`src/hdl/hsd_cfg.svh`:
```
// Constants for the home-seek deviation-clear block
`ifndef HSD_CFG_SVH
`define HSD_CFG_SVH

// ------------------------------------------------------------
// Register byte offsets
// ------------------------------------------------------------
`define HSD_ADDR_W 8
`define HSD_OFS_CTRL 8'h00
`define HSD_OFS_ASSIGN 8'h04
`define HSD_OFS_CMD 8'h08
`define HSD_OFS_STATUS 8'h0c
`define HSD_OFS_IRQ_STAT 8'h10
`define HSD_OFS_IRQ_EN 8'h14
`define HSD_OFS_IRQ_CLR 8'h18

// ------------------------------------------------------------
// Control register fields
// ------------------------------------------------------------
`define HSD_CTRL_CLR_LSB 0
`define HSD_CTRL_ENC_LSB 2
`define HSD_CTRL_TIM_BIT 4
`define HSD_CTRL_PAT_LSB 8

// ------------------------------------------------------------
// Assignment register fields
// ------------------------------------------------------------
`define HSD_ASG_END_LSB 0
`define HSD_ASG_MOVE_LSB 4
`define HSD_ASG_ABORT_LSB 8
`define HSD_ASG_START_LSB 12

// ------------------------------------------------------------
// Command register bits
// ------------------------------------------------------------
`define HSD_CMD_SEEK_POS 0
`define HSD_CMD_SEEK_NEG 1
`define HSD_CMD_ABORT 2
`define HSD_CMD_DEV_CLR 3

// ------------------------------------------------------------
// Reset values and limits
// ------------------------------------------------------------
`define HSD_CLR_SEL_RST 2'h0
`define HSD_CLR_SEL_MAX 2'h2
`define HSD_ENC_MAX 2'h2
`define HSD_END_RST 3'h2
`define HSD_MOVE_RST 3'h0
`define HSD_ABORT_RST 4'h0
`define HSD_START_RST 4'h0
`define HSD_IN_MAX 3'h5
`define HSD_OUT_MAX 4'h8
`define HSD_PAT_SENSORLESS 4'hc

// ------------------------------------------------------------
// Timing
// ------------------------------------------------------------
`define HSD_CLK_NS 50
`define HSD_PULSE_NS 10000
`define HSD_PULSE_CYC ((`HSD_PULSE_NS + `HSD_CLK_NS - 1) / `HSD_CLK_NS)

`endif

```
`src/hdl/hsd_pkg.sv`:
```
// Types shared by the home-seek deviation-clear block
package hsd_pkg;

  // Homing control settings
  typedef struct packed {
    logic [3:0] home_pattern_type;
    logic timing_source_select;
    logic [1:0] encoder_source_select;
    logic [1:0] home_clear_select;
  } hsd_cfg_t;

  // Driver-connector point assignments
  typedef struct packed {
    logic [3:0] homing_start_output_assign;
    logic [3:0] homing_abort_output_assign;
    logic [2:0] moving_input_assign;
    logic [2:0] end_input_assign;
  } hsd_asg_t;

  // Sticky event bits
  typedef struct packed {
    logic panic;
    logic limit;
    logic alarm;
    logic aborted;
    logic done;
  } hsd_evt_t;

  // Homing sequencer states
  typedef enum logic [2:0] {
    HSD_IDLE,
    HSD_SEEK,
    HSD_SL_START,
    HSD_SL_WAIT,
    HSD_ABORT
  } hsd_state_t;

endpackage

```
`src/hdl/hsd_pin_sel.sv`:
```
// Connector point selector: picks one input point and steers one output point
`timescale 1ns/1ps
module hsd_pin_sel import hsd_pkg::*; #(
  parameter int N = 8,
  parameter int SW = 4
) (
  input wire logic [SW-1:0] sel,
  input wire logic [N:1] pins_in,
  input wire logic func_out,
  output logic func_in,
  output logic [N:1] pins_out
);

  // ------------------------------------------------------------
  // Selection, zero meaning unassigned
  // ------------------------------------------------------------
  wire sel_ok = (sel != '0) && (int'(sel) <= N);

  // Input point seen by the function
  assign func_in = sel_ok ? pins_in[int'(sel)] : 1'b0;

  // One-hot steering of the function onto its output point
  genvar g;
  for (g = 1; g <= N; g++) begin : g_out
    assign pins_out[g] = func_out && sel_ok && (int'(sel) == g);
  end

endmodule

```
`src/hdl/hsd_top.sv`:
```
// Home-seek support: timing source, deviation clears, sensor-less handshake
//
// The plain strobed port and the register addresses were left to the implementer.
`timescale 1ns/1ps
`include "hsd_cfg.svh"

module hsd_top import hsd_pkg::*; #(
  parameter int PULSE_CYC = `HSD_PULSE_CYC,
  parameter int N_IN = 5,
  parameter int N_OUT = 8
) (
  input wire logic clock,
  input wire logic rstn,
  input wire logic ce,
  input wire logic [`HSD_ADDR_W-1:0] addr,
  input wire logic [31:0] wdata,
  input wire logic wr,
  input wire logic rd,
  output logic [31:0] rdata,
  input wire logic diff_timing_input,
  input wire logic single_timing_input,
  input wire logic ext_index_input,
  input wire logic home_detect,
  input wire logic limit_found,
  input wire logic panic_stop,
  input wire logic [N_IN:1] driver_in,
  output logic [N_OUT:1] driver_out,
  output logic timing_signal,
  output logic seek_run,
  output logic seek_dir_pos,
  output logic own_dev_clear,
  output logic alarm_deviation_clear_out,
  output logic preset_out,
  output logic system_alarm,
  output logic irq
);

  // ------------------------------------------------------------
  // Registers
  // ------------------------------------------------------------
  hsd_cfg_t cfg_q; // Homing settings
  hsd_asg_t asg_q; // Connector assignments
  hsd_evt_t ev_q; // Sticky events
  hsd_evt_t en_q; // Event enables
  hsd_state_t st_q; // Sequencer state
  hsd_state_t st_d; // Next state
  logic [31:0] rdata_q; // Read data, one cycle after strobe
  logic dir_q; // Seek direction
  logic alarm_q; // System alarm level
  logic own_clr_q; // Own counter clear pulse
  logic preset_q; // Preset pulse
  logic [15:0] dcl_cnt_q; // Driver clear pulse timer
  logic [15:0] ab_cnt_q; // Abort output timer
  logic end_prev_q; // Motion-end last sample

  // ------------------------------------------------------------
  // Address decode
  // ------------------------------------------------------------
  wire sel_ctrl = (addr == `HSD_OFS_CTRL);
  wire sel_asg = (addr == `HSD_OFS_ASSIGN);
  wire sel_cmd = (addr == `HSD_OFS_CMD);
  wire sel_stat = (addr == `HSD_OFS_STATUS);
  wire sel_ist = (addr == `HSD_OFS_IRQ_STAT);
  wire sel_ien = (addr == `HSD_OFS_IRQ_EN);
  wire sel_icl = (addr == `HSD_OFS_IRQ_CLR);
  wire wr_ctrl = ce && wr && sel_ctrl;
  wire wr_asg = ce && wr && sel_asg;
  wire wr_cmd = ce && wr && sel_cmd;
  wire wr_ien = ce && wr && sel_ien;
  wire wr_icl = ce && wr && sel_icl;

  // ------------------------------------------------------------
  // Write fields
  // ------------------------------------------------------------
  wire [1:0] w_clr = wdata[`HSD_CTRL_CLR_LSB +: 2];
  wire [1:0] w_enc = wdata[`HSD_CTRL_ENC_LSB +: 2];
  wire w_tim = wdata[`HSD_CTRL_TIM_BIT];
  wire [3:0] w_pat = wdata[`HSD_CTRL_PAT_LSB +: 4];
  wire [2:0] w_end = wdata[`HSD_ASG_END_LSB +: 3];
  wire [2:0] w_move = wdata[`HSD_ASG_MOVE_LSB +: 3];
  wire [3:0] w_abort = wdata[`HSD_ASG_ABORT_LSB +: 4];
  wire [3:0] w_start = wdata[`HSD_ASG_START_LSB +: 4];

  // Range checks; a bad field keeps its old value
  wire clr_ok = (w_clr <= `HSD_CLR_SEL_MAX);
  wire enc_ok = (w_enc <= `HSD_ENC_MAX);
  wire end_ok = (w_end <= `HSD_IN_MAX);
  wire move_ok = (w_move <= `HSD_IN_MAX);
  wire abort_ok = (w_abort <= `HSD_OUT_MAX);
  wire start_ok = (w_start <= `HSD_OUT_MAX);

  // Commands
  wire cmd_pos = wr_cmd && wdata[`HSD_CMD_SEEK_POS];
  wire cmd_neg = wr_cmd && wdata[`HSD_CMD_SEEK_NEG];
  wire cmd_seek = cmd_pos || cmd_neg;
  wire cmd_abort = wr_cmd && wdata[`HSD_CMD_ABORT];
  wire cmd_dclr = wr_cmd && wdata[`HSD_CMD_DEV_CLR];

  // ------------------------------------------------------------
  // Timing source selection
  // ------------------------------------------------------------
  wire src_none = !cfg_q.timing_source_select && (cfg_q.encoder_source_select == 2'h0);
  wire tim_mux = cfg_q.timing_source_select ? single_timing_input :
                 (cfg_q.encoder_source_select == 2'h1) ? diff_timing_input :
                 (cfg_q.encoder_source_select == 2'h2) ? ext_index_input : 1'b0;

  // Patterns 1,3,5,7,9,11,13,15 need the timing signal
  wire sensorless = (cfg_q.home_pattern_type == `HSD_PAT_SENSORLESS);
  wire needs_tim = cfg_q.home_pattern_type[0] && !sensorless;
  wire seek_bad = cmd_seek && src_none && needs_tim;

  // ------------------------------------------------------------
  // Driver connector points
  // ------------------------------------------------------------
  logic end_in; // Driver motion-end seen
  logic moving_in; // Driver moving seen
  logic [N_OUT:1] abort_pins; // Abort steered to its point
  logic [N_OUT:1] start_pins; // Start steered to its point
  wire start_func = (st_q == HSD_SL_START);
  wire abort_func = (st_q == HSD_ABORT);

  // Motion-end input point
  hsd_pin_sel #(.N(N_IN), .SW(3)) u_end (
    .sel(asg_q.end_input_assign),
    .pins_in(driver_in),
    .func_out(1'b0),
    .func_in(end_in),
    .pins_out()
  );

  // Moving input point
  hsd_pin_sel #(.N(N_IN), .SW(3)) u_move (
    .sel(asg_q.moving_input_assign),
    .pins_in(driver_in),
    .func_out(1'b0),
    .func_in(moving_in),
    .pins_out()
  );

  // Homing abort output point
  hsd_pin_sel #(.N(N_OUT), .SW(4)) u_abort (
    .sel(asg_q.homing_abort_output_assign),
    .pins_in('0),
    .func_out(abort_func),
    .func_in(),
    .pins_out(abort_pins)
  );

  // Homing start output point
  hsd_pin_sel #(.N(N_OUT), .SW(4)) u_start (
    .sel(asg_q.homing_start_output_assign),
    .pins_in('0),
    .func_out(start_func),
    .func_in(),
    .pins_out(start_pins)
  );

  // ------------------------------------------------------------
  // Event decode
  // ------------------------------------------------------------
  wire in_seek = (st_q == HSD_SEEK);
  wire busy = (st_q != HSD_IDLE);
  wire home_hit = in_seek && home_detect;
  wire limit_hit = in_seek && limit_found;
  wire end_rise = end_in && !end_prev_q;
  wire sl_done = (st_q == HSD_SL_WAIT) && end_rise;
  wire clr_own = (cfg_q.home_clear_select != 2'h2);
  wire clr_drv = (cfg_q.home_clear_select == 2'h1);

  // Own counter clear: home per select, panic unless select 2, software command
  wire own_clr_d = (home_hit && clr_own) || (panic_stop && clr_own) || cmd_dclr;

  // Driver clear pulse start: home with select 1, limit or panic unless select 2
  wire dcl_go = (home_hit && clr_drv) || ((limit_hit || panic_stop) && clr_own);

  // Events raised this cycle
  hsd_evt_t ev_set;
  assign ev_set.done = (home_hit || sl_done) && ce;
  assign ev_set.aborted = busy && (cmd_abort || panic_stop) && ce;
  assign ev_set.alarm = seek_bad;
  assign ev_set.limit = limit_hit && ce;
  assign ev_set.panic = panic_stop && ce;

  // ------------------------------------------------------------
  // Sequencer next state
  // ------------------------------------------------------------
  always_comb begin
    st_d = st_q;
    case (st_q)
      HSD_IDLE: begin
        // Pattern 12 homes through the driver whatever the direction
        if (cmd_seek && !seek_bad) begin
          st_d = sensorless ? HSD_SL_START : HSD_SEEK;
        end
      end
      HSD_SEEK: begin
        // Own seek ends at home, limit, panic or abort command
        if (panic_stop || cmd_abort || home_hit || limit_hit) begin
          st_d = HSD_IDLE;
        end
      end
      HSD_SL_START: begin
        // Start held until the driver leaves its end state or reports moving
        if (panic_stop || cmd_abort) begin
          st_d = HSD_ABORT;
        end else if (!end_in || moving_in) begin
          st_d = HSD_SL_WAIT;
        end
      end
      HSD_SL_WAIT: begin
        // Wait for the driver to report motion end
        if (panic_stop || cmd_abort) begin
          st_d = HSD_ABORT;
        end else if (end_rise) begin
          st_d = HSD_IDLE;
        end
      end
      HSD_ABORT: begin
        // Abort output held for the pulse time
        if (ab_cnt_q == 16'h0001) begin
          st_d = HSD_IDLE;
        end
      end
      default: begin
        st_d = HSD_IDLE;
      end
    endcase
  end

  // ------------------------------------------------------------
  // Settings registers
  // ------------------------------------------------------------
  always_ff @(posedge clock) begin
    if (!rstn) begin
      cfg_q.home_clear_select <= `HSD_CLR_SEL_RST;
      cfg_q.encoder_source_select <= 2'h0;
      cfg_q.timing_source_select <= 1'b0;
      cfg_q.home_pattern_type <= 4'h0;
    end else if (wr_ctrl) begin
      if (clr_ok) cfg_q.home_clear_select <= w_clr;
      if (enc_ok) cfg_q.encoder_source_select <= w_enc;
      cfg_q.timing_source_select <= w_tim;
      cfg_q.home_pattern_type <= w_pat;
    end
  end

  // Connector assignments, each field checked alone
  always_ff @(posedge clock) begin
    if (!rstn) begin
      asg_q.end_input_assign <= `HSD_END_RST;
      asg_q.moving_input_assign <= `HSD_MOVE_RST;
      asg_q.homing_abort_output_assign <= `HSD_ABORT_RST;
      asg_q.homing_start_output_assign <= `HSD_START_RST;
    end else if (wr_asg) begin
      if (end_ok) asg_q.end_input_assign <= w_end;
      if (move_ok) asg_q.moving_input_assign <= w_move;
      if (abort_ok) asg_q.homing_abort_output_assign <= w_abort;
      if (start_ok) asg_q.homing_start_output_assign <= w_start;
    end
  end

  // ------------------------------------------------------------
  // Interrupt status and enable
  // ------------------------------------------------------------
  always_ff @(posedge clock) begin
    if (!rstn) begin
      ev_q <= '0;
      en_q <= '0;
    end else if (ce) begin
      // New events win over a clear in the same cycle
      ev_q <= (ev_q & ~(wr_icl ? hsd_evt_t'(wdata[4:0]) : hsd_evt_t'(5'h00))) | ev_set;
      if (wr_ien) en_q <= hsd_evt_t'(wdata[4:0]);
    end
  end

  // ------------------------------------------------------------
  // Sequencer and pulses
  // ------------------------------------------------------------
  always_ff @(posedge clock) begin
    if (!rstn) begin
      st_q <= HSD_IDLE;
      dir_q <= 1'b1;
      alarm_q <= 1'b0;
      end_prev_q <= 1'b0;
    end else if (ce) begin
      st_q <= st_d;
      end_prev_q <= end_in;
      if (cmd_seek && st_q == HSD_IDLE) dir_q <= cmd_pos;
      // Alarm stands until the next seek command, in any state, that does not lack a needed timing source
      if (seek_bad) begin
        alarm_q <= 1'b1;
      end else if (cmd_seek) begin
        alarm_q <= 1'b0;
      end
    end
  end

  // One-cycle own clear and preset pulses
  always_ff @(posedge clock) begin
    if (!rstn) begin
      own_clr_q <= 1'b0;
      preset_q <= 1'b0;
    end else if (ce) begin
      own_clr_q <= own_clr_d;
      preset_q <= home_hit;
    end
  end

  // Driver clear and abort pulse timers
  always_ff @(posedge clock) begin
    if (!rstn) begin
      dcl_cnt_q <= 16'h0000;
      ab_cnt_q <= 16'h0000;
    end else if (ce) begin
      if (dcl_go) begin
        dcl_cnt_q <= 16'(PULSE_CYC);
      end else if (dcl_cnt_q != 16'h0000) begin
        dcl_cnt_q <= dcl_cnt_q - 16'h0001;
      end
      if (st_q != HSD_ABORT && st_d == HSD_ABORT) begin
        ab_cnt_q <= 16'(PULSE_CYC);
      end else if (ab_cnt_q != 16'h0000) begin
        ab_cnt_q <= ab_cnt_q - 16'h0001;
      end
    end
  end

  // ------------------------------------------------------------
  // Register read
  // ------------------------------------------------------------
  wire [31:0] rd_ctrl = {20'h00000, cfg_q.home_pattern_type, 3'h0,
                         cfg_q.timing_source_select, cfg_q.encoder_source_select,
                         cfg_q.home_clear_select};
  wire [31:0] rd_asg = {16'h0000, asg_q.homing_start_output_assign,
                        asg_q.homing_abort_output_assign, 1'b0,
                        asg_q.moving_input_assign, 1'b0, asg_q.end_input_assign};
  wire [31:0] rd_stat = {24'h000000, alarm_q, moving_in, end_in, tim_mux,
                         dir_q, st_q};
  wire [31:0] rd_mux = sel_ctrl ? rd_ctrl :
                       sel_asg ? rd_asg :
                       sel_stat ? rd_stat :
                       sel_ist ? {27'h0000000, ev_q} :
                       sel_ien ? {27'h0000000, en_q} : 32'h00000000;

  // Read data stands only in the cycle after the strobe
  always_ff @(posedge clock) begin
    if (!rstn) begin
      rdata_q <= 32'h00000000;
    end else if (ce) begin
      rdata_q <= rd ? rd_mux : 32'h00000000;
    end
  end

  // ------------------------------------------------------------
  // Outputs
  // ------------------------------------------------------------
  assign rdata = rdata_q;
  assign driver_out = abort_pins | start_pins;
  assign timing_signal = tim_mux;
  assign seek_run = in_seek;
  assign seek_dir_pos = dir_q;
  assign own_dev_clear = own_clr_q;
  assign alarm_deviation_clear_out = (dcl_cnt_q != 16'h0000);
  assign preset_out = preset_q;
  assign system_alarm = alarm_q;
  assign irq = |(ev_q & en_q);

endmodule

```
`config.mk`:
```
export PLATFORM = sky130hd
export DESIGN_NAME = hsd_top
export DESIGN_NICKNAME = d
export VERILOG_FILES = /design/src/hdl/hsd_pkg.sv /design/src/hdl/hsd_pin_sel.sv /design/src/hdl/hsd_top.sv
export VERILOG_INCLUDE_DIRS = /design/src /design/src/hdl
export SDC_FILE = /design/constraint.sdc
export NUM_CORES = 1
export LEC_CHECK = 0
export ABC_AREA = 1
export BUFFER_PORTS_ARGS = -buffer_cell sky130_fd_sc_hd__buf_4
export CAP_MARGIN = 40
export CORE_MARGIN = 2
export CORE_UTILIZATION = 40
export DETAILED_ROUTE_END_ITERATION = 16
export GPL_TIMING_DRIVEN = 0
export PLACE_DENSITY = 0.64
export SLEW_MARGIN = 20
export SYNTH_ARGS = -nofsm -noshare
export SYNTH_HDL_FRONTEND = slang
export SYNTH_SLANG_ARGS = --single-unit
```
`constraint.sdc`:
```
create_clock -name clock -period 2.3 [get_ports clock]
set_input_delay 0 -clock clock [delete_from_list [all_inputs] [get_ports clock]]
set_output_delay 0 -clock clock [all_outputs]
set_load 0.05 [all_outputs]
```
---- After elaboration in Yosys (flattened, before gate mapping) ----
Cells that the tools add are included.
W data, S select, Z words.
word-level totals
  bits in registers ....................... 105
  input port bits ......................... 56
  output and inout port bits .............. 48
  logic and storage cells ................. 203
cells by class
  add/subtract/negate cells ............... 2
  order comparisons ....................... 12
  equal/unequal tests ..................... 34
  mux-type cells .......................... 31
  bitwise gates (word level) .............. 5
  reductions and logical operators ........ 92
operator list
  operator                 count
  $mux W16                 7
  $logic_and A1 B1 Y1      52
  $eq A4 B4 Y1 const B     11
  $reduce_bool A16 Y1      2
  $sub A16 B1 Y16 const B  2
  $eq A8 B5 Y1 const B     3
  $reduce_and A2 Y1        11
  $mux W3                  7
  $eq A16 B1 Y1 const B    1
  $eq A4 B3 Y1 const B     4
  $eq A8 B4 Y1 const B     2
  $le A4 B4 Y1 const B     4
  $mux W5                  3
  $pmux W3 S5              1
  $le A3 B3 Y1 const B     4
  $and A5 B5 Y5            2
  $logic_or A1 B1 Y1       10
  $mux W1                  9
  $reduce_bool A3 Y1       3
  $eq A4 B2 Y1 const B     2
  $eq A8 B3 Y1 const B     1
  $logic_not A8 Y1         1
  $lt A3 B4 Y1 const B     2
  $mux W8                  1
  19 further kinds         31

---- Depth between registers and ports, before layout ----
Gate-level depths: netlist of run 1.
  word-level depth ........................ 14
  depth in mapped cells ................... 14
  mapped depth without buffers ............ 13

---- Hierarchy ----
A second synthesis of run 1 with hierarchy kept.
second synthesis, totals
  cells, all modules ...................... 846
  area total of the unflattened synthesis .. 5484.0 um2
by module, submodules not included
  module                      instances  cells each  area each (um2)  sequential area each (um2)
  hsd_top                     1          718         4936.0           1781.7
  hsd_pin_sel at u_abort ...  2          38          152.6            0.0
  hsd_pin_sel at u_end ...    2          26          121.4            0.0

---- Worst setup path after synthesis of run 1 ----
No wires, ideal clock.
  kind .................................... register to output
  start point ............................. register st_q[0]
  end point ............................... output driver_out[2] (netlist name)
  data arrival time ....................... 2089 ps
  data required time ...................... 2300 ps
  setup slack ............................. 211 ps
  stages on the path, launching flop included .. 7
  buffers on the path ..................... 0
  cells stage by stage .................... dfxtp_1 nor2_1 inv_1 nor2_1 nand2_1 o21a_1 o32ai_1
between the ends
  longest elaborated chain between the ends .. 4
  elaborated cells between the ends (all ways) .. 7
  classes of those cells .................. eq/ne (2); bitwise (1); reduce/logical (4)
ends and longest elaborated chain
  item                                          RTL line                        text
  start: declaration                            hsd_top.sv:45                   hsd_state_t st_q;
  start signal: assignment                      hsd_top.sv:286                  st_q <= st_d;
  $eq A3 B3 Y1 or $eq A3 B2 Y1 (tied branches)  hsd_top.sv:120, hsd_top.sv:119
  $logic_and A1 B1 Y1 (2 in a row)              hsd_pin_sel.sv:25               assign pins_out[g] = func_out && sel_ok && (int'(sel) == g);
  $or A8 B8 Y8 *                                hsd_top.sv:358                  assign driver_out = abort_pins | start_pins;
  end: declaration                              hsd_top.sv:27                   output logic [N_OUT:1] driver_out,
Mark *: on every way between the ends. The rest lies on a longest branch, timed or not.

---- Worst setup path after layout of run 1 ----
  start point ............................. register st_q[0]
  end point ............................... register dcl_cnt_q[6]
between the ends
  longest elaborated chain between the ends .. 7
  elaborated cells between the ends (all ways) .. 10
  classes of those cells .................. eq/ne (1); mux (1); reduce/logical (8)
ends and longest elaborated chain
  item                          RTL line        text
  $eq A3 B1 Y1 *                hsd_top.sv:161  wire in_seek = (st_q == HSD_SEEK);
  $logic_and A1 B1 Y1           hsd_top.sv:164  wire limit_hit = in_seek && limit_found;
  $logic_or A1 B1 Y1            hsd_top.sv:174  wire dcl_go = (home_hit && clr_drv) || ((limit_hit || panic_stop) && clr_own);
  $logic_and A1 B1 Y1           hsd_top.sv:174
  $logic_or A1 B1 Y1 *          hsd_top.sv:174
  $reduce_bool A2 Y1 (no line)  --
  $reduce_and A2 Y1 (no line)   --
  end signal: assignment        hsd_top.sv:316  dcl_cnt_q <= 16'(PULSE_CYC);
  end signal: assignment        hsd_top.sv:318  dcl_cnt_q <= dcl_cnt_q - 16'h0001;
  end: declaration              hsd_top.sv:52   logic [15:0] dcl_cnt_q;
Marks and branches as above.
A chain may end at the register's enable or synchronous reset.

==> results of run 1 <==
==> synthesized netlist by cell type, types with 4 or more instances <==
library cell	count
xnor2_1	7
nand2_1	200
ha_1	4
clkbuf_1	13
buf_4	19
inv_1	81
o31ai_1	5
xor2_1	16
nor2_1	103
a211oi_1	4
nand2_2	5
nor3_1	16
nand4_1	4
o21ai_0	48
a21oi_1	79
nand3_1	41
a32oi_1	4
dfxtp_1	89
==> per-layer routing <==
layer	up-vias	wire, um	GRT usage (%)
met2	116	6790	36.9
li1	2719	-	-
met5	-	0	0
met4	0	351	7.53
met1	2314	6680	29.1
met3	26	644	3.94
==> area by class of cell <==
| class | instances | area, sq um | area share [%] |
|---|---|---|---|
| Clock inverter | 4 | 22.5 | 0.360 |
| Tap cell | 172 | 215 | 3.44 |
| Timing Repair Buffer | 83 | 656 | 10.5 |
| Inverter | 87 | 332 | 5.30 |
| Multi-Input combinational cell | 585 | 2790 | 44.7 |
| Sequential cell | 89 | 1780 | 28.5 |
| Buffer | 35 | 225 | 3.60 |
| Clock buffer | 10 | 229 | 3.66 |
==> power by group <==
group	leakage, nW	internal (mW)	switching, mW
clock	0.124	0.715	0.610
sequential	0.724	1.63	0.102
combinational	1.97	0.446	0.726
==> final timing paths <==
path / end / depth (start not counted) / slack (ps)
worst min register to register: rdata[12]$_SDFFE_PN0P_ / 2 / 470
worst max register to register: dcl_cnt_q[6]$_SDFFE_PN0P_ / 10 / 210
worst min-delay path: asg_q[4]$_SDFFE_PN0P_ / 3 / 20
worst max-delay path: dcl_cnt_q[6]$_SDFFE_PN0P_ / 10 / 210
==> sequential cells by signal (all words and copies together), names as in the netlist <==
register	count
ev_q	5
st_q	3
en_q	5
own_dev_clear	1
dcl_cnt_q	16
end_prev_q	1
rdata	16
ab_cnt_q	16
cfg_q	9
preset_out	1
system_alarm	1
asg_q	14
seek_dir_pos	1
==> critical path: cells and delay by family, from the launching register on <==
family	cells	cell delay [ps]
AO/OA/AOI/OAI	1	60
buffers and inverters	2	300
AND/OR/NAND/NOR	7	1060
flip-flops	1	540
==> cells by family after synthesis <==
logic type / count (synthesis)
adders and majority gates: 4
other: 1
DFF: 89
buffers and inverters: 122
AOI/OAI and AO/OA: 158
xor gates and xnor gates: 23
and+or+nand+nor: 384
==> per-stage QoR <==
stage	worst slack [ps]	instance area (sq um)	total power, mW	util [%]
floorplan	211	5130	2.64	-
global placement	217	5860	2.91	46.8
detailed placement	200	5860	2.91	46.8
CTS	189	6250	4.24	50.0
global route	77.5	6250	4.47	50.0
finish	208	6250	4.23	50.0
==> repair_timing <==
action	in CTS	in global routing
resized for setup	0	1
hold buffers	14	0
endpoints found under the setup margin	0	1
hold endpoints to repair	23	0
==> impl_results.md, run 1 <==
* Outcome: finished clean
* Initial antenna violation count at 0
* Ports at 104
* GRT Total Usage at between 20% and 30%
* Worst-path clk slew at 60 ps
* WS Path Type: flip-flop to flip-flop
* Chip Width at 117 um
* Most frequent cells in the layout: nand2_1 (200), nor2_1 (103), dfxtp_1 (89), buf_4 (87), inv_1 (80)
* DRC at 0
* FFs w/ async S/R, synth at 0%
* Largest stage delay on the critical path at roughly 540 ps
* Die Y at around 120 um
* Worst hold slack at 19.0 ps
* CTS Root Cell: clkbuf_16
* Fill cells at 1301
* Non-Filler Instances at 1065
* Synthesized flop and latch total at 89
* Largest net degree at the start of global routing at 14
* GP Congestion at 0.930
* DIE AREA at 13600 sq um
* DR WL/cell at 13.6 um
* Critical path fanouts, max at 10
* CP startpoint: st_q[0]$_SDFFE_PN0P_
* Post-Syn Instances at 781
* Area added between synthesis and finish at 23.2%
* Primary FF master, synth: dfxtp_1
* IO buf count at 68
* Post-CTS Setup Bufs at 0
* Fin. Hold Viols at 0
* Cell Pwr Density at 677 nW/um^2
* RR Startpoint: st_q[0]$_SDFFE_PN0P_
* Drt initial violations at 454
* Core Region at around 13000 sq um
* Worst setup EP type: flip-flop
* Synthesized cell area at 5070 sq um
* Final Net Count at 950
* Worst setup SP type: flip-flop
* Hold WC Path Type: primary input to flip-flop
* H-Tree Depth at 3
* Vias per cell at around 5
* Routed Antenna Nets at 0
* Share of layout cells above drive strength 1 at 14.2%
* CTS tree: built
* Tmin final at around 2100 ps
* Setup Skew at 5.60 ps
* Setup TNS Final at 0 ps
* Most common cell after layout, fill and taps aside: nand2_1
* Count of cell types in the netlist at 42
* Max_cap viols at 0
* Worst-Skew Late Latency at 340 ps
* Crit path DAT at 2300 ps
* Total number of vias at around 5200
* N_diodes at 0
* Hpwl dp at 10.8 mm
* Dpl cells at around 1000
* YS warnings at 0
* Worst slew pin tran at approximately 830 ps
* Fmax at 478 MHz
* CP Cell Sequence: nand3_2 -> nor2_1 -> nand3_1 -> nand2_1 -> nand2_1 -> nand2_2 -> inv_2 -> buf_4 -> nand2_1 -> a21oi_1
* Adder-cell area share of the yosys netlist at 0.986%
* Leak at 2.82 nW
* Post-synth EDFFs at 0
* Worst path slowest cell: dfxtp_1
* Synth Area in XOR/XNOR at 3.97%
* Final setup viols at 0
* Critical Path RT at 2510 ps
* Share of synthesized area spent on multiplexers at 0%
* DR pass1 iterations at 4
* Vias in the first global route at between 4000 and 5000
* Max Slew Vio Count at 0
* Synth Area in Compound Gates at 17.2%
* First-pass GRT wire length at 23.7 mm
* Sink Count at between 80 and 90
* Total CTS buffers at 9
* RSZ-0062 raised after global routing: no
* Final Cycle Share at 91.0%
* Maximum VDD drop at 0.462 mV
* Seq/Total Area, Yosys at 35.1%
* Row count at 41
* Max-Slew Margin vs Limit at 44.0%
* Hold_sp: wdata[6]
* Area share of the largest cell type after synthesis at a little over a third
* Yosys top cell by area: dfxtp_1
* Initial core utilization at between 40% and 50%
* Most frequent CP cell: nand2_1
* GRT overflow at 0
* Largest family of logic cells by synthesized area: simple AND/OR/NAND/NOR gates
* Routed wire length at 14.5 mm
* Max clock buf depth at 2
* Synth Area per Inst at 6.50 sq um
* Synth Area in Simple Gates at between 30% and 40%
* Synth top area cells: dfxtp_1 (35%), nand2_1 (15%), a21oi_1 (7.8%), nor2_1 (7.6%), inv_1 (6.0%)
(Power assumes the default switching activity.)
==> inputs of run 2 (changes only) <==
==> constraint.sdc (replaced) <==
create_clock -name clock -period 2.6 [get_ports clock]
set_input_delay 0 -clock clock [delete_from_list [all_inputs] [get_ports clock]]
set_output_delay 0 -clock clock [all_outputs]
set_load 0.05 [all_outputs]
==> run 2 against run 1 <==
Net effect:
- sequential share of layout area stayed put
- die area did not move
- critical path depth stayed put
- final cell count is the same
- critical path type unchanged
==> impl_results.md, run 2 (synthesis gave the netlist of run 1 again) <==
* Outcome: finished clean (unchanged)
* Most frequent CP cell: nand2_1 (unchanged)
* GRT Total Usage at 22.2% (unchanged)
* FF-to-FF End: dcl_cnt_q[5]$_SDFFE_PN0P_ (was dcl_cnt_q[6]$_SDFFE_PN0P_)
* Largest stage delay on the critical path at 540 ps (about the same)
* Maximum VDD drop at 0.407 mV (was 0.462 mV)
* Most frequent cells in the layout: nand2_1 (200), nor2_1 (103), dfxtp_1 (89), buf_4 (87), inv_1 (81) (was nand2_1 (200), nor2_1 (103), dfxtp_1 (89), buf_4 (87), inv_1 (80))
* Total CTS buffers at 9 (unchanged)
* Critical path fanouts, max at 10 (unchanged)
* DRC at 0 (unchanged)
* Worst hold slack at 19.4 ps (was 19.0 ps)
* RR Startpoint: st_q[0]$_SDFFE_PN0P_ (unchanged)
* Ports at 104 (unchanged)
* Cell Pwr Density at 598 nW/um^2 (was 677 nW/um^2)
* Initial antenna violation count at 0 (unchanged)
* Vias in the first global route at 4785 (unchanged)
* Core Region at 12500 sq um (unchanged)
* Most common cell after layout, fill and taps aside: nand2_1 (unchanged)
* GRT overflow at 0 (unchanged)
* Final setup viols at 0 (unchanged)
* Fmax at 466 MHz (was 478 MHz)
* Max_cap viols at 0 (unchanged)
* Worst slew pin tran at 833 ps (was 832 ps)
* GP Congestion at 0.930 (unchanged)
* Post-CTS Setup Bufs at 0 (unchanged)
* Hold WC Path Type: primary input to flip-flop (unchanged)
* Chip Width at 117 um (unchanged)
* Number of hold buffers added after CTS at 14 (unchanged)
* Routed wire length at 14.4 mm (was 14.5 mm)
* Initial core utilization at 40.5% (unchanged)
* H-Tree Depth at 3 (unchanged)
* Max-Slew Margin vs Limit at 44.0% (about the same)
* Largest net degree at the start of global routing at 14 (unchanged)
* Share of layout cells above drive strength 1 at 14.1% (was 14.2%)
* Final Cycle Share at 82.5% (was 91.0%)
* Worst-Skew Late Latency at 340 ps (about the same)
* Critical Path RT at 2810 ps (was 2510 ps)
* Reg2Reg Depth at 10 (unchanged)
* Hold_sp: wdata[6] (unchanged)
* Routed Antenna Nets at 0 (unchanged)
* Hpwl dp at 10.8 mm (unchanged)
* Fill cells at 1301 (unchanged)
* Final Net Count at 950 (unchanged)
* Max clock buf depth at 2 (unchanged)
* DR WL/cell at 13.6 um (about the same)
* Worst path slowest cell: dfxtp_1 (unchanged)
* Fin. Hold Viols at 0 (unchanged)
* Hold Crit Endpoint: asg_q[4]$_SDFFE_PN0P_ (unchanged)
* Setup TNS Final at 0 ps (unchanged)
* WS Path Type: flip-flop to flip-flop (unchanged)
* Worst setup SP type: flip-flop (unchanged)
* CTS tree: built (unchanged)
* Worst-path clk slew at 60 ps (about the same)
* N_diodes at 0 (unchanged)
* Die Y at 117 um (unchanged)
* CTS Root Cell: clkbuf_16 (unchanged)
* Worst setup EP type: flip-flop (unchanged)
* Hold path cells at 3 (unchanged)
* Leak at 2.82 nW (about the same)
* RSZ-0062 raised after global routing: no (unchanged)
* R2r setup slk at 460 ps (was 210 ps)
* First-pass GRT wire length at 23.7 mm (unchanged)
* IO buf count at 68 (unchanged)
* Worst path depth at 10 (unchanged)
* CP Cell Sequence: nand3_2 -> nor2_1 -> nand3_1 -> nand2_1 -> nand2_1 -> nand2_2 -> inv_1 -> buf_4 -> nand2_1 -> a21oi_1 (was nand3_2 -> nor2_1 -> nand3_1 -> nand2_1 -> nand2_1 -> nand2_2 -> inv_2 -> buf_4 -> nand2_1 -> a21oi_1)
* Family with the most delay on the worst path: simple AND/OR/NAND/NOR gates (unchanged)
* Setup Skew at 5.74 ps (was 5.60 ps)
* DIE AREA at 13600 sq um (unchanged)
* Vias per cell at 4.86 (about the same)
* Sink Count at 89 (unchanged)
* Tmin final at 2140 ps (was 2090 ps)
* Row count at 41 (unchanged)
* Max Slew Vio Count at 0 (unchanged)
* Drt initial violations at 455 (was 454)
* Area added between synthesis and finish at 23.2% (unchanged)
* Crit path DAT at 2350 ps (was 2300 ps)
* Worst Path Buf+Inv at 2 (unchanged)
* Post_cts resized at 0 (unchanged)
* DR pass1 iterations at 4 (unchanged)
* Total number of vias at 5177 (was 5175)
==> run 2: final cells by class <==
cell class | instances | area (sq um) | area share (%)
inverters | 87 | 332 | 5.30
repair buffers | 83 | 656 | 10.5
clock inverters | 4 | 22.5 | 0.360
well taps | 172 | 215 | 3.44
clock buffers | 10 | 229 | 3.66
plain buffers | 35 | 225 | 3.60
flip-flops and latches | 89 | 1780 | 28.5
multi-input cells | 585 | 2790 | 44.7
==> run 2: how the worst max path moves through the flow <==
stage,start,endpoint,slack [ps]
after CTS,st_q[0]$_SDFFE_PN0P_,dcl_cnt_q[15]$_SDFFE_PN0P_,490
final,st_q[0]$_SDFFE_PN0P_,dcl_cnt_q[5]$_SDFFE_PN0P_,460
after global routing,dcl_cnt_q[0]$_SDFFE_PN0P_,dcl_cnt_q[3]$_SDFFE_PN0P_,280
after detailed placement,st_q[0]$_SDFFE_PN0P_,dcl_cnt_q[5]$_SDFFE_PN0P_,500
after global placement,st_q[0]$_SDFFE_PN0P_,dcl_cnt_q[6]$_SDFFE_PN0P_,520
after floorplan,st_q[0]$_SDFFE_PN0P_,driver_out[2],510
==> run 2: tightest hold or removal path, cell delays in order <==
cell and delay, ps:
buf_4 70, nor2_1 50, o211a_1 190
==> run 2: layer usage <==
layer / vias to the layer above / global-route usage (%) / part of all wire [%]
met3: 26 / 3.94 / 4.4
li1: 2718 / - / -
met5: - / 0 / 0
met1: 2317 / 29.1 / 46
met2: 116 / 36.9 / 47
met4: 0 / 7.53 / 2.4
==> run 2: stage by stage <==
step           cells  total power, mW  setup WS, ps  utilization [%]  cell area, sq um
2_1_floorplan    796             2.33           511                -              5130
3_3_place_gp    1036             2.57           517             46.8              5860
3_5_place_dp    1037             2.57           500             46.8              5860
4_1_cts         1065             3.75           489             50.0              6250
5_1_grt         1065             3.95           283             50.0              6250
6_report        1065             3.74           456             50.0              6250
==> run 2: power by group <==
part	leakage, nW	switching [mW]	internal (mW)
clock network	0.124	0.540	0.632
logic	1.97	0.640	0.394
registers	0.724	0.0901	1.45
total	2.82	1.27	2.47
==> inputs of run 3 (changes only) <==
--- a/config.mk
+++ b/config.mk
@@ -13,7 +13,7 @@
 export CORE_UTILIZATION = 40
 export DETAILED_ROUTE_END_ITERATION = 16
 export GPL_TIMING_DRIVEN = 0
-export PLACE_DENSITY = 0.64
+export PLACE_DENSITY = 0.67
 export SLEW_MARGIN = 20
 export SYNTH_ARGS = -nofsm -noshare
 export SYNTH_HDL_FRONTEND = slang
==> constraint.sdc (replaced) <==
create_clock -name clock -period 1.9 [get_ports clock]
set_input_delay 0 -clock clock [delete_from_list [all_inputs] [get_ports clock]]
set_output_delay 0 -clock clock [all_outputs]
set_load 0.05 [all_outputs]
==> run 3 against run 2 <==
Net effect:
- flip-flop and latch count did not move
- sequential power rose by 36%
- non-clock buffer count rose by 7
- routed wire length rose by 2.9%
- first-iteration DRC count fell by 39%
- register-to-register slack got worse by 320 ps
- clock-buffer cell count did not move
- critical path depth fell by 3
- largest power group unchanged
- core utilization rose by 2.1 points
- clock skew rose by 3.0 ps
- final cell count rose by 0.85%
==> impl_results.md, run 3 (synthesis gave the netlist of run 1 again) <==
* Outcome: finished clean (unchanged)
* GRT overflow at 0 (unchanged)
* Total number of vias at 5426 (was 5177)
* Hpwl dp at 10.8 mm (about the same)
* Dpl ws at -184 ps (was 500 ps)
* Vias in the first global route at 4866 (was 4785)
* Largest net degree at the start of global routing at 16 (was 14)
* CP startpoint: st_q[1]$_SDFFE_PN0P_ (was st_q[0]$_SDFFE_PN0P_)
* Max clock buf depth at 2 (unchanged)
* Fin. Hold Viols at 0 (unchanged)
* Vias per cell at 5.05 (was 4.86)
* Maximum VDD drop at 0.747 mV (was 0.407 mV)
* Leak at 2.91 nW (was 2.82 nW)
* Hold WC Path Type: primary input to flip-flop (unchanged)
* Die Y at 117 um (unchanged)
* R2r setup slk at 140 ps (was 460 ps)
* Max Slew Vio Count at 0 (unchanged)
* DIE AREA at 13600 sq um (unchanged)
* Non-Filler Instances at 1074 (was 1065)
* Max_cap viols at 0 (unchanged)
* Tmin final at 1790 ps
* Max-Slew Margin vs Limit at 39.7% (was 44.0%)
* Worst Slack Setup Final at 107 ps (was 456 ps)
* Final Cell Area at 6510 sq um (was 6250 sq um)
* WS Path Type: flip-flop to primary output (was flip-flop to flip-flop)
* Most frequent cells in the layout: nand2_1 (196), nor2_1 (94), buf_4 (90), dfxtp_1 (85), a21oi_1 (78) (was nand2_1 (200), nor2_1 (103), dfxtp_1 (89), buf_4 (87), inv_1 (81))
* Setup Skew at 8.71 ps (was 5.74 ps)
* H-Tree Depth at 3 (unchanged)
* Routed Antenna Nets at 0 (unchanged)
* Area after DPL at 5880 sq um (was 5860 sq um)
* RR Startpoint: st_q[2]$_SDFFE_PN0P_ (was st_q[0]$_SDFFE_PN0P_)
* Final Cycle Share at a little over nine tenths
* DRC at 0 (unchanged)
* CTS tree: built (unchanged)
* Final setup viols at 0 (unchanged)
* FF-to-FF End: dcl_cnt_q[10]$_SDFFE_PN0P_ (was dcl_cnt_q[5]$_SDFFE_PN0P_)
* IO buf count at 68 (unchanged)
* RSZ-0062 raised after global routing: yes (was no)
* Reg2Reg Depth at 10 (unchanged)
* Critical Path RT at 1900 ps (was 2810 ps)
* Ports at 104 (unchanged)
* Initial antenna violation count at 0 (unchanged)
* GRT Total Usage at 22.1% (was 22.2%)
* Crit path DAT at 1790 ps (was 2350 ps)
* Most common cell after layout, fill and taps aside: nand2_1 (unchanged)
* Dpl cells at 1037 (unchanged)
* Routed wire length at 14.9 mm (was 14.4 mm)
* DR WL/cell at 13.8 um (was 13.6 um)
* Initial core utilization at 40.5% (unchanged)
* Share of layout cells above drive strength 1 at 18.4% (was 14.1%)
* GP Congestion at 0.937 (was 0.930)
* Worst-Skew Late Latency at 350 ps (was 340 ps)
* Worst slew pin tran at 897 ps (was 833 ps)
* Worst setup SP type: flip-flop (unchanged)
* Cell Pwr Density at 838 nW/um^2 (was 598 nW/um^2)
* Drt initial violations at 277 (was 455)
* CTS Root Cell: clkbuf_16 (unchanged)
* Worst-path clk slew at 70 ps (was 60 ps)
* First-pass GRT wire length at 23.5 mm (was 23.7 mm)
* Fmax at 558 MHz
* Row count at 41 (unchanged)
* N_diodes at 0 (unchanged)
* Chip Width at 117 um (unchanged)
* DR pass1 iterations at 5 (was 4)
* Core Region at 12500 sq um (unchanged)
* CP endpoint: driver_out[3] (was dcl_cnt_q[5]$_SDFFE_PN0P_)
* Sink Count at 89 (unchanged)
* Critical path fanouts, max at 6 (was 10)
* Area added between synthesis and finish at 28.3% (was 23.2%)
* Final Net Count at 957 (was 950)
* Total CTS buffers at 9 (unchanged)
* Worst setup EP type: primary output (was flip-flop)
[run 3: cell count changes in the layout (fill, tap and decap cells not counted), moves of 4 or more]
cell / delta
nor2_1: -9
nor2_2: +5
dfxtp_1: -4
inv_1: -4
nand2_1: -4
nor2_4: +4
[run 3: final cells by class]
type | count | area, sq um
fill | 1304 | 6000
multi-input combinational | 585 | 2910
sequential | 89 | 1790
timing repair buffer | 90 | 717
inverter | 87 | 337
clock buffer | 10 | 239
buffer | 35 | 234
tap | 172 | 215
clock inverter | 6 | 65.1
[run 3: metal layers]
| metal | global-route usage (%) | vias up | share of wire (%) | wire, um |
|---|---|---|---|---|
| li1 | - | 2735 | - | - |
| met1 | 27.5 | 2487 | 43 | 6380 |
| met2 | 37.3 | 173 | 48 | 7070 |
| met3 | 5.40 | 31 | 6.3 | 935 |
| met4 | 8.24 | 0 | 3.2 | 470 |
| met5 | 0 | - | 0 | 0 |
[run 3: repair_timing]
item / CTS / global route
endpoints found under the setup margin: 22 / 36
endpoints found under the hold margin: 23 / 0
pin swaps: 0 / 7
buffers inserted: 0 / 5
hold buffers: 16 / 0
resized for setup: 9 / 33
[run 3: worst min path at each step]
stage	startpoint	endpoint	slack (ps)	cells past startpoint
3_3_place_gp	wdata[9]	cfg_q[6]$_SDFFE_PN0P_	260	3
2_1_floorplan	wdata[8]	cfg_q[5]$_SDFFE_PN0P_	130	2
3_5_place_dp	wdata[10]	cfg_q[7]$_SDFFE_PN0P_	270	3
4_1_cts	wdata[6]	asg_q[4]$_SDFFE_PN0P_	10	3
5_1_grt	wdata[6]	asg_q[4]$_SDFFE_PN0P_	20	3
6_report	wdata[6]	asg_q[4]$_SDFFE_PN0P_	20	3
[run 3: stage by stage]
step | total power [mW] | utilization [%] | hold slack, ps | TNS, ps
final | 5.46 | 52.0 | 22.6 | 0
after global routing | 5.77 | 52.0 | 17.8 | -96.9
after CTS | 5.41 | 50.8 | 9.73 | 0
after detailed placement | 3.52 | 47.0 | 272 | -1980
after global placement | 3.51 | 47.0 | 261 | -1770
after floorplan | 3.20 | - | 128 | -379
[run 3: worst max-delay path, stage by stage, from the launching register on]
cell	delay (ps)
dfxtp_4	380
nor2_4	90
inv_2	60
nor2_4	130
nand2_1	80
o21a_1	220
o32ai_2	290
buf_6	200
[run 3: power breakdown]
| group | leakage (nW) | internal [mW] | switching (mW) |
|---|---|---|---|
| clock | 0.149 | 1.06 | 0.795 |
| combinational | 2.03 | 0.586 | 0.915 |
| sequential | 0.726 | 1.98 | 0.126 |
